**config.mk**
```make
export PLATFORM = sky130hd
export DESIGN_NAME = ppst_panel_power_timer
export DESIGN_NICKNAME = d
export VERILOG_FILES = /design/src/rtl/ppst_panel_power_timer.v /design/src/rtl/ppst_tick_gen.v /design/src/rtl/ppst_down_counter.v
export VERILOG_INCLUDE_DIRS = /design/src /design/src/rtl
export SDC_FILE = /design/constraint.sdc
export NUM_CORES = 1
export LEC_CHECK = 0
export BUFFER_PORTS_ARGS = -buffer_cell sky130_fd_sc_hd__buf_2
export CAP_MARGIN = 25
export CORE_UTILIZATION = 44
export CTS_BUF_LIST = sky130_fd_sc_hd__clkbuf_4
export DETAILED_ROUTE_END_ITERATION = 10
export HOLD_SLACK_MARGIN = 0.05
export PLACE_DENSITY = 0.64
export SLEW_MARGIN = 20
export SYNTH_ARGS = -nofsm -noshare
export SYNTH_HDL_FRONTEND = slang
export SYNTH_HIERARCHICAL = 1
export SYNTH_SLANG_ARGS = --single-unit
```
**constraint.sdc**
```tcl
create_clock -name clock_in -period 17.1 [get_ports clock_in]
set_clock_uncertainty 0.15 [all_clocks]
set_input_delay 2.565 -clock clock_in [delete_from_list [all_inputs] [get_ports clock_in]]
set_output_delay 2.565 -clock clock_in [all_outputs]
set_load 0.005 [all_outputs]
```
**src/rtl/ppst_defs.vh**
```
// Register offsets, field positions, reset values and timing counts of the panel power timer.
`ifndef PPST_DEFS_VH
`define PPST_DEFS_VH
// =====================================================================
// Register byte addresses
`define PPST_ADDR_W 20
`define PPST_STATUS_ADDR 20'h61200
`define PPST_CONTROL_ADDR 20'h61204
`define PPST_ON_DELAYS_ADDR 20'h61208
`define PPST_OFF_DELAYS_ADDR 20'h6120c
`define PPST_DIVISOR_ADDR 20'h61210
// =====================================================================
// Field positions
`define PPST_LONG_HI 28
`define PPST_LONG_LO 16
`define PPST_SHORT_HI 12
`define PPST_SHORT_LO 0
`define PPST_DIV_HI 31
`define PPST_DIV_LO 8
`define PPST_CYC_HI 4
`define PPST_CYC_LO 0
`define PPST_KEY_HI 31
`define PPST_KEY_LO 16
`define PPST_RST_DOWN_BIT 1
`define PPST_TARGET_BIT 0
// =====================================================================
// Reset values and constants
`define PPST_DIVISOR_RESET 32'h00270f04
`define PPST_DELAYS_RESET 32'h00000000
`define PPST_CONTROL_RESET 32'h00000000
`define PPST_UNLOCK_KEY 16'habcd
`define PPST_SLOW_DIV 11'h3e8
`define PPST_PROG_IDLE 2'h0
`define PPST_PROG_UP 2'h1
`define PPST_PROG_DOWN 2'h2
`endif

```
**src/rtl/ppst_panel_power_timer.v**
```verilog
// Panel power sequencer timing core with its register port.
// Functional notes
// - Power-up waits supply-to-data delay, on bits 28:16.
// - Power-up waits data-to-backlight delay, on bits 12:0.
// - Power-down data-off to supply-off uses off bits 28:16.
// - Power-down backlight-off delay uses off bits 12:0.
// - 100 us tick divides clock by N, field (N/2)-1.
// - The 0.1 s base divides the 100 us tick.
// - After power-down keep panel off cycle delay.
// - Power-on during cycle delay waits, then starts.
// - Zero cycle delay means none; writing zero aborts.
// - Reset reloads cycle delay 4 and counts down.
// - Write lock ignores delay and divisor writes.
// - Target writable anytime, acted on after cycle.
// - Power-on needs clock lock, pipe, port enabled.
// - Progress bits 29:28 show idle, up, down.
// - Reset warning powers panel down when enabled and it rises while fully on.
`timescale 1ns/1ps
`include "ppst_defs.vh"
module ppst_panel_power_timer (
    // Clock and reset
    input wire clock_in,
    input wire nrst_in,
    // Register port
    input wire [19:0] addr_in,
    input wire [31:0] wdata_in,
    input wire wr_in,
    input wire rd_in,
    output reg [31:0] rdata_out,
    // Readiness and reset warning
    input wire clk_gen_locked_in,
    input wire pipe_enabled_in,
    input wire port_enabled_in,
    input wire reset_warning_in,
    // Panel controls
    output reg panel_supply_out,
    output reg panel_data_out,
    output reg panel_backlight_out
);
    // =================================================================
    // States.
    localparam [7:0] ST_OFF = 8'h01;
    localparam [7:0] ST_CYCLE = 8'h02;
    localparam [7:0] ST_UP_DATA = 8'h04;
    localparam [7:0] ST_UP_BL = 8'h08;
    localparam [7:0] ST_ON = 8'h10;
    localparam [7:0] ST_DN_BL = 8'h20;
    localparam [7:0] ST_DN_SUP = 8'h40;
    localparam [7:0] ST_DN_END = 8'h80;

    reg [1:0] rst_sync_ff;
    wire rst_n;
    reg [1:0] lock_sync_ff;
    reg [1:0] pipe_sync_ff;
    reg [1:0] port_sync_ff;
    reg [1:0] warn_sync_ff;
    reg warn_prev_ff;
    reg [31:0] on_delays_ff;
    reg [31:0] off_delays_ff;
    reg [31:0] divisor_ff;
    reg [31:0] control_ff;
    reg [7:0] state_ff;
    reg [7:0] nxt_state;
    reg rst_down_ff;
    reg load;
    reg [12:0] load_val;
    reg cyc_load;
    reg [12:0] cyc_val;
    wire fast_tick;
    wire slow_tick;
    wire step_zero;
    wire cyc_zero;
    reg step_armed_ff;
    wire step_tick;
    wire assets_ready;
    wire locked;
    wire warn_edge;
    wire cyc_abort;
    wire cycle_active;
    wire [1:0] progress;

    // =================================================================
    // Reset release and input synchronisers.
    always @(posedge clock_in or negedge nrst_in) begin
        if (!nrst_in) begin
            rst_sync_ff <= 2'h0;
        end else begin
            rst_sync_ff <= {rst_sync_ff[0], 1'b1};
        end
    end
    assign rst_n = rst_sync_ff[1];

    always @(posedge clock_in or negedge rst_n) begin
        if (!rst_n) begin
            lock_sync_ff <= 2'h0;
            pipe_sync_ff <= 2'h0;
            port_sync_ff <= 2'h0;
            warn_sync_ff <= 2'h0;
            warn_prev_ff <= 1'b0;
        end else begin
            lock_sync_ff <= {lock_sync_ff[0], clk_gen_locked_in};
            pipe_sync_ff <= {pipe_sync_ff[0], pipe_enabled_in};
            port_sync_ff <= {port_sync_ff[0], port_enabled_in};
            warn_sync_ff <= {warn_sync_ff[0], reset_warning_in};
            warn_prev_ff <= warn_sync_ff[1];
        end
    end
    assign warn_edge = warn_sync_ff[1] & ~warn_prev_ff;
    assign assets_ready = lock_sync_ff[1] & pipe_sync_ff[1] & port_sync_ff[1];

    // =================================================================
    // Helpers.
    function wr_hit;
        input we;
        input [19:0] a;
        input [19:0] target;
        begin
            wr_hit = we && (a == target);
        end
    endfunction

    // =================================================================
    // Write lock and delay abort.
    // The lock guards the timing registers only; the control register stays
    // writable so that a power-down can always be asked for.
    assign locked = (control_ff[`PPST_KEY_HI:`PPST_KEY_LO] != `PPST_UNLOCK_KEY) &&
        (state_ff != ST_OFF) && (state_ff != ST_CYCLE);
    // A zero written to the cycle field clears a running count at once.
    assign cyc_abort = wr_hit(wr_in, addr_in, `PPST_DIVISOR_ADDR) && !locked &&
        (wdata_in[`PPST_CYC_HI:`PPST_CYC_LO] == 5'h00);
    assign cycle_active = (state_ff == ST_CYCLE) || (state_ff == ST_DN_END);

    // =================================================================
    // Registers.
    always @(posedge clock_in or negedge rst_n) begin
        if (!rst_n) begin
            on_delays_ff <= `PPST_DELAYS_RESET;
            off_delays_ff <= `PPST_DELAYS_RESET;
            divisor_ff <= `PPST_DIVISOR_RESET;
            control_ff <= `PPST_CONTROL_RESET;
        end else begin
            if (wr_hit(wr_in, addr_in, `PPST_CONTROL_ADDR)) begin
                control_ff <= wdata_in & 32'hffff0003;
            end
            if (!locked) begin
                if (wr_hit(wr_in, addr_in, `PPST_ON_DELAYS_ADDR)) begin
                    on_delays_ff <= wdata_in & 32'h1fff1fff;
                end
                if (wr_hit(wr_in, addr_in, `PPST_OFF_DELAYS_ADDR)) begin
                    off_delays_ff <= wdata_in & 32'h1fff1fff;
                end
                if (wr_hit(wr_in, addr_in, `PPST_DIVISOR_ADDR)) begin
                    divisor_ff <= wdata_in & 32'hffffff1f;
                end
            end
        end
    end

    assign progress = (state_ff == ST_CYCLE && control_ff[`PPST_TARGET_BIT]) ||
        state_ff == ST_UP_DATA || state_ff == ST_UP_BL ? `PPST_PROG_UP :
        (state_ff == ST_DN_BL || state_ff == ST_DN_SUP || state_ff == ST_DN_END) ?
        `PPST_PROG_DOWN : `PPST_PROG_IDLE;

    always @(posedge clock_in or negedge rst_n) begin
        if (!rst_n) begin
            rdata_out <= 32'h00000000;
        end else if (rd_in) begin
            case (addr_in)
                `PPST_STATUS_ADDR: begin
                    rdata_out <= {panel_supply_out, assets_ready, progress,
                        cycle_active, 27'h0000000};
                end
                `PPST_CONTROL_ADDR: begin
                    rdata_out <= control_ff;
                end
                `PPST_ON_DELAYS_ADDR: begin
                    rdata_out <= on_delays_ff;
                end
                `PPST_OFF_DELAYS_ADDR: begin
                    rdata_out <= off_delays_ff;
                end
                `PPST_DIVISOR_ADDR: begin
                    rdata_out <= divisor_ff;
                end
                default: begin
                    rdata_out <= 32'h00000000;
                end
            endcase
        end else begin
            rdata_out <= 32'h00000000;
        end
    end

    // =================================================================
    // Time bases and counters.
    // The step counter times the sequence steps, the cycle counter the cycle delay.
    ppst_tick_gen u_tick (
        .clock_in(clock_in),
        .rst_n_in(rst_n),
        .half_div_in(divisor_ff[`PPST_DIV_HI:`PPST_DIV_LO]),
        .fast_tick_out(fast_tick),
        .slow_tick_out(slow_tick)
    );

    // A step skips the tick already under way when it begins, so that every
    // step lasts at least its programmed number of whole ticks.
    always @(posedge clock_in or negedge rst_n) begin
        if (!rst_n) begin
            step_armed_ff <= 1'b0;
        end else if (load) begin
            step_armed_ff <= 1'b0;
        end else if (fast_tick) begin
            step_armed_ff <= 1'b1;
        end
    end
    assign step_tick = fast_tick & step_armed_ff;

    ppst_down_counter u_step (
        .clock_in(clock_in),
        .rst_n_in(rst_n),
        .load_in(load),
        .value_in(load_val),
        .tick_in(step_tick),
        .clear_in(1'b0),
        .zero_out(step_zero),
        .count_out()
    );

    // The cycle counter resets to 0 and loads the default of 4 on the first clock after reset.
    reg cyc_boot_ff;
    always @(posedge clock_in or negedge rst_n) begin
        if (!rst_n) begin
            cyc_boot_ff <= 1'b1;
        end else begin
            cyc_boot_ff <= 1'b0;
        end
    end

    ppst_down_counter u_cycle (
        .clock_in(clock_in),
        .rst_n_in(rst_n),
        .load_in(cyc_load),
        .value_in(cyc_val),
        .tick_in(slow_tick),
        .clear_in(cyc_abort),
        .zero_out(cyc_zero),
        .count_out()
    );

    // =================================================================
    // Sequencer.
    always @* begin
        nxt_state = state_ff;
        load = 1'b0;
        load_val = 13'h0000;
        cyc_load = 1'b0;
        cyc_val = {8'h00, divisor_ff[`PPST_CYC_HI:`PPST_CYC_LO]};
        case (state_ff)
            ST_CYCLE: begin
                if (cyc_boot_ff) begin
                    cyc_load = 1'b1;
                end else if (cyc_zero) begin
                    nxt_state = ST_OFF;
                end
            end
            ST_OFF: begin
                if (control_ff[`PPST_TARGET_BIT] && assets_ready) begin
                    nxt_state = ST_UP_DATA;
                    load = 1'b1;
                    load_val = on_delays_ff[`PPST_LONG_HI:`PPST_LONG_LO];
                end
            end
            ST_UP_DATA: begin
                if (step_zero) begin
                    nxt_state = ST_UP_BL;
                    load = 1'b1;
                    load_val = on_delays_ff[`PPST_SHORT_HI:`PPST_SHORT_LO];
                end
            end
            ST_UP_BL: begin
                if (step_zero) begin
                    nxt_state = ST_ON;
                end
            end
            ST_ON: begin
                if (!control_ff[`PPST_TARGET_BIT] || rst_down_ff) begin
                    nxt_state = ST_DN_BL;
                    load = 1'b1;
                    load_val = off_delays_ff[`PPST_SHORT_HI:`PPST_SHORT_LO];
                end
            end
            ST_DN_BL: begin
                if (step_zero) begin
                    nxt_state = ST_DN_SUP;
                    load = 1'b1;
                    load_val = off_delays_ff[`PPST_LONG_HI:`PPST_LONG_LO];
                end
            end
            ST_DN_SUP: begin
                if (step_zero) begin
                    nxt_state = ST_DN_END;
                    cyc_load = 1'b1;
                end
            end
            ST_DN_END: begin
                nxt_state = ST_CYCLE;
            end
            default: begin
                nxt_state = ST_CYCLE;
            end
        endcase
    end

    // The pins are decoded from the next state so that each moves on its step's edge.
    always @(posedge clock_in or negedge rst_n) begin
        if (!rst_n) begin
            state_ff <= ST_CYCLE;
            rst_down_ff <= 1'b0;
            panel_supply_out <= 1'b0;
            panel_data_out <= 1'b0;
            panel_backlight_out <= 1'b0;
        end else begin
            state_ff <= nxt_state;
            // The warning is latched so that it still acts once the state is read.
            if (warn_edge && control_ff[`PPST_RST_DOWN_BIT] && state_ff == ST_ON) begin
                rst_down_ff <= 1'b1;
            end else if (state_ff != ST_ON) begin
                rst_down_ff <= 1'b0;
            end
            panel_supply_out <= (nxt_state == ST_UP_DATA) || (nxt_state == ST_UP_BL) ||
                (nxt_state == ST_ON) || (nxt_state == ST_DN_BL) || (nxt_state == ST_DN_SUP);
            panel_data_out <= (nxt_state == ST_UP_BL) || (nxt_state == ST_ON) ||
                (nxt_state == ST_DN_BL);
            panel_backlight_out <= (nxt_state == ST_ON);
        end
    end
endmodule

```
**src/rtl/ppst_tick_gen.v**
```verilog
// Reference divider producing the 100 us tick and the 0.1 s tick derived from it.
`timescale 1ns/1ps
`include "ppst_defs.vh"
module ppst_tick_gen (
    // Clock and reset
    input wire clock_in,
    input wire rst_n_in,
    // Divider setting, holds (N/2)-1
    input wire [23:0] half_div_in,
    // Ticks
    output reg fast_tick_out,
    output reg slow_tick_out
);
    reg [23:0] half_cnt_ff;
    reg phase_ff;
    reg [10:0] slow_cnt_ff;
    wire half_done;

    assign half_done = (half_cnt_ff >= half_div_in);

    // =================================================================
    // Divide by N: two halves of (half_div_in + 1) clocks each.
    always @(posedge clock_in or negedge rst_n_in) begin
        if (!rst_n_in) begin
            half_cnt_ff <= 24'h000000;
            phase_ff <= 1'b0;
            fast_tick_out <= 1'b0;
        end else begin
            fast_tick_out <= 1'b0;
            if (half_done) begin
                half_cnt_ff <= 24'h000000;
                phase_ff <= ~phase_ff;
                fast_tick_out <= phase_ff;
            end else begin
                half_cnt_ff <= half_cnt_ff + 24'h000001;
            end
        end
    end

    // =================================================================
    // The slow base counts fast ticks only.
    always @(posedge clock_in or negedge rst_n_in) begin
        if (!rst_n_in) begin
            slow_cnt_ff <= 11'h000;
            slow_tick_out <= 1'b0;
        end else begin
            slow_tick_out <= 1'b0;
            if (fast_tick_out) begin
                if (slow_cnt_ff == `PPST_SLOW_DIV - 11'h001) begin
                    slow_cnt_ff <= 11'h000;
                    slow_tick_out <= 1'b1;
                end else begin
                    slow_cnt_ff <= slow_cnt_ff + 11'h001;
                end
            end
        end
    end
endmodule

```
**src/rtl/ppst_down_counter.v**
```verilog
// Loadable down counter that steps once per tick and flags zero.
`timescale 1ns/1ps
module ppst_down_counter (
    // Clock and reset
    input wire clock_in,
    input wire rst_n_in,
    // Control
    input wire load_in,
    input wire [12:0] value_in,
    input wire tick_in,
    input wire clear_in,
    // Status
    output wire zero_out,
    output reg [12:0] count_out
);
    assign zero_out = (count_out == 13'h0000);

    // =================================================================
    // Load wins over a tick; clear aborts at once.
    always @(posedge clock_in or negedge rst_n_in) begin
        if (!rst_n_in) begin
            count_out <= 13'h0000;
        end else if (clear_in) begin
            count_out <= 13'h0000;
        end else if (load_in) begin
            count_out <= value_in;
        end else if (tick_in && !zero_out) begin
            count_out <= count_out - 13'h0001;
        end
    end
endmodule

```
==> results.py <==
metrics = {
    "worst_setup_path": {
        "crit_buf_inv": 1,
        "worstRegToRegCells": 9,
        "crit_path_start_kind": "input port",
        "end_kind": "flip-flop",
        "r2r_start": "u_step/count_out[1]$_DFFE_PN0P_",
        "cp_max_fo": 26,
        "critical_path_class": "input port to flip-flop",
        "worstPathRequired_ns": 17.51,
        "cp_data_arrival_time_ns": 5.01,
        "cpPeakStageDelay_ns": 0.79,
        "regToRegSetupSlack_ns": 13.07,
        "critPathSlowestCell": "nor3_4",
        "crit_chain": "buf_2 > nor4_1 > nand2_1 > nor3_4 > nand3_4 > mux2_1",
        "r2r_end": "u_step/count_out[7]$_DFFE_PN0P_",
        "crit_family": "simple AND/OR/NAND/NOR gates",
    },
    "power": {
        "total_leakage_power_nw": 5.982,
        "power_mw": 1.192,
        "ir_drop_mv": 0.05532,
        "powerDensity_mw_per_mm2": 92.12,
    },
    "global_routing": {
        "globalRouteOverflowTotal": 0,
        "grt_max_degree": 77,
        "grt_util_all_layers": 0.2234,
        "grt_pass1_vias": 8743,
        "antenna_found_initial": 1,
        "grt_pass1_wl_um": 46310,
    },
    "die": {
        "ioPinCount": 95,
        "core_mm2": 0.02525,
        "start_util": 0.4489,
        "rows": 58,
        "fp.dieW_um": 162.5,
        "die_y_um": 162.5,
        "die_area_mm2": 0.02641,
    },
    "logic_synthesis": {
        "synth_area_leaders": "dfrtp_1 (46%), mux2_2 (5.4%), ha_1 (3.3%), nor2_1 (3.0%), nand2_1 (2.9%)",
        "ys_top_cells_by_count": "dfrtp_1 (209), nor2_1 (91), nand2_1 (89), inv_1 (55), mux2_2 (54)",
        "synthCells": 1058,
        "syn-mean-instance-area_um2": 10.72,
        "synth-seq-cells": 220,
        "yosysUniqueCellTypes": 76,
        "async_reset_ff_frac": 1.000,
        "synth_most_common_cell": "dfrtp_1",
        "synth.cell_area_mm2": 0.01134,
        "synth_edf_count": 0,
        "yosys_warnings": 6,
        "yosys_most_used_dff": "dfrtp_1",
        "synth_top_area_frac": 0.4613,
        "synth.largest_area_cell": "dfrtp_1",
        "ys_seq_area_frac": 0.4868,
    },
    "outcome": {
        "status": "complete, no violations",
    },
    "cells_and_area": {
        "drive_gt1_frac": 0.2576,
        "regArea_mm2": 0.005523,
        "post-route-util": 0.5125,
        "synthToLayoutAreaGrowth_pct": 14.17,
        "finalNonFillerCells": 1573,
        "fin_nets": 1281,
        "multiInputGateArea_mm2": 0.005380,
        "fillers": 2390,
    },
    "route": {
        "wire_per_inst_um": 18.25,
        "vias": 8685,
        "drc_errors": 0,
        "drtIter0Drc": 658,
        "wl_um": 28710,
        "viasPerCell": 5.521,
        "ant_nets": 0,
        "drtPass1Iterations": 9,
    },
    "worst_hold_path": {
        "worstHoldPathCells": 0,
        "min_from": "warn_sync_ff[0]$_DFF_PN0_",
        "hold_class": "flip-flop to flip-flop",
        "worst_hold_path.endpoint": "warn_sync_ff[1]$_DFF_PN0_",
    },
    "place": {
        "dpl.cell_count": 1456,
        "portBuffers": 94,
        "place_congestion": 0.8723,
        "hpwl_um": 19880,
    },
    "sta": {
        "slew_headroom": 0.3885,
        "hold_viol_final": 0,
        "finalCritPeriodShare": 0.2694,
        "timing.final.crit_period_ns": 4.607,
        "slew_violations": 0,
        "rsz0062_at_grt": "false",
        "fmax_mhz": 217.1,
        "tightest_slew_ns": 0.9143,
        "holdWs_ns": 0.1884,
        "fin_setup_tns_ns": 0,
        "finalSetupViolCount": 0,
    },
    "cts": {
        "clockBufferDepth": 3,
        "cts_resized": 0,
        "cts_buffers": 60,
        "root_buffer": "clkbuf_4",
        "clock_sinks": 220,
        "insertion_delay_ns": 0.70,
        "cts.clk_slew.worst_paths_ns": 0.06,
        "cts_tree": "done",
        "htree_levels": 2,
    },
    "job": {
        "maxCapViolCount": 0,
    },
}
[placed cells by master, fill, tap and decap left out, types with 6 or more instances in the layout]
cell type,count
dfrtp_1,208
buf_2,94
nor2_1,91
clkbuf_4,91
nand2_1,89
inv_1,55
mux2_2,54
nand3_1,36
a21oi_1,35
ha_1,30
mux2_1,24
o21ai_0,23
a211oi_1,23
xnor2_1,22
xor2_1,20
nor4_1,19
nand4_1,18
mux2i_1,18
clkinv_1,17
buf_4,15
and3_1,14
or3_1,13
a222oi_1,13
conb_1,13
nor3_1,11
o21a_1,11
a31oi_1,11
dfstp_2,11
a22oi_1,10
mux2_4,10
o211ai_1,9
or4_1,8
o21ai_1,8
nor2b_1,7
nand2b_1,7
nor4_2,6
o31ai_1,6
or2_2,6
[power breakdown]
| part | internal, mW | switching, mW |
|---|---|---|
| Sequential | 0.545 | 0.0319 |
| Clock | 0.244 | 0.225 |
| Combinational | 0.0602 | 0.0862 |
| Total | 0.849 | 0.343 |
[worst register-to-register path: cells and delay by family (launching register included)]
family,cells,cell delay [ns]
AO/OA/AOI/OAI,2,0.44
flip-flops,1,0.40
buffers and inverters,2,0.58
adder cells (fa/ha/maj),1,0.16
AND/OR/NAND/NOR,4,2.24
[cells by family after synthesis]
family	count (synthesis)	share of synthesized area
simple gates	367	0.1796
compound gates	184	0.1180
xor+xnor	42	0.03245
flops	220	0.4868
buf+inv	107	0.04282
other cells	2	0.0006624
fa+ha+maj	30	0.03311
mux	106	0.1066
[cell type report]
cell class / instances / share of cell area
diodes: 1 / 0.0001933
flip-flops and latches: 220 / 0.4267
clock buffers: 91 / 0.05278
well taps: 330 / 0.03190
clock inverters: 22 / 0.007347
inverters: 55 / 0.01595
repair buffers: 112 / 0.04949
multi-input cells: 742 / 0.4157
[routing by layer]
metal  vias to the layer above  global-route usage  wire length (um)
li1                       4141                   -                 -
met1                      4295              0.3120             13510
met2                       193              0.3465             13300
met3                        56             0.03845              1182
met4                         0             0.08448               714
met5                         -                   0                 0
[stage by stage]
stage	worst slack [ns]	cell area (um2)
CTS	12.55	12890
floorplan	10.38	11380
global placement	11.84	12110
finish	12.49	12940
detailed placement	11.80	12110
global route	12.35	12940
[flip-flops by register name, indices dropped and copies added (netlist names), 2 cells and up]
name,cells
u_step/count_out,13
pipe_sync_ff,2
rst_sync_ff,2
warn_sync_ff,2
port_sync_ff,2
on_delays_ff,26
u_tick/half_cnt_ff,24
rdata_out,32
off_delays_ff,26
divisor_ff,29
u_cycle/count_out,13
lock_sync_ff,2
control_ff,18
state_ff,8
u_tick/slow_cnt_ff,11
[worst max path at each step]
stage | start | end | cells after the start
final | addr_in[5] | on_delays_ff[5]$_DFFE_PN0P_ | 6
after global routing | addr_in[5] | on_delays_ff[7]$_DFFE_PN0P_ | 6
after CTS | addr_in[3] | divisor_ff[0]$_DFFE_PN0P_ | 6
after detailed placement | addr_in[3] | divisor_ff[13]$_DFFE_PN0P_ | 6
after global placement | addr_in[5] | on_delays_ff[25]$_DFFE_PN0P_ | 6
after floorplan | rst_sync_ff[1]$_DFF_PN0_ | control_ff[0]$_DFFE_PN0P_ | 0
[what timing repair did]
action / CTS / global route
hold endpoints to repair: 8 / 0
hold buffers: 1 / 0
buffers inserted: 0 / 0
Power figures use the tool's default switching activity.
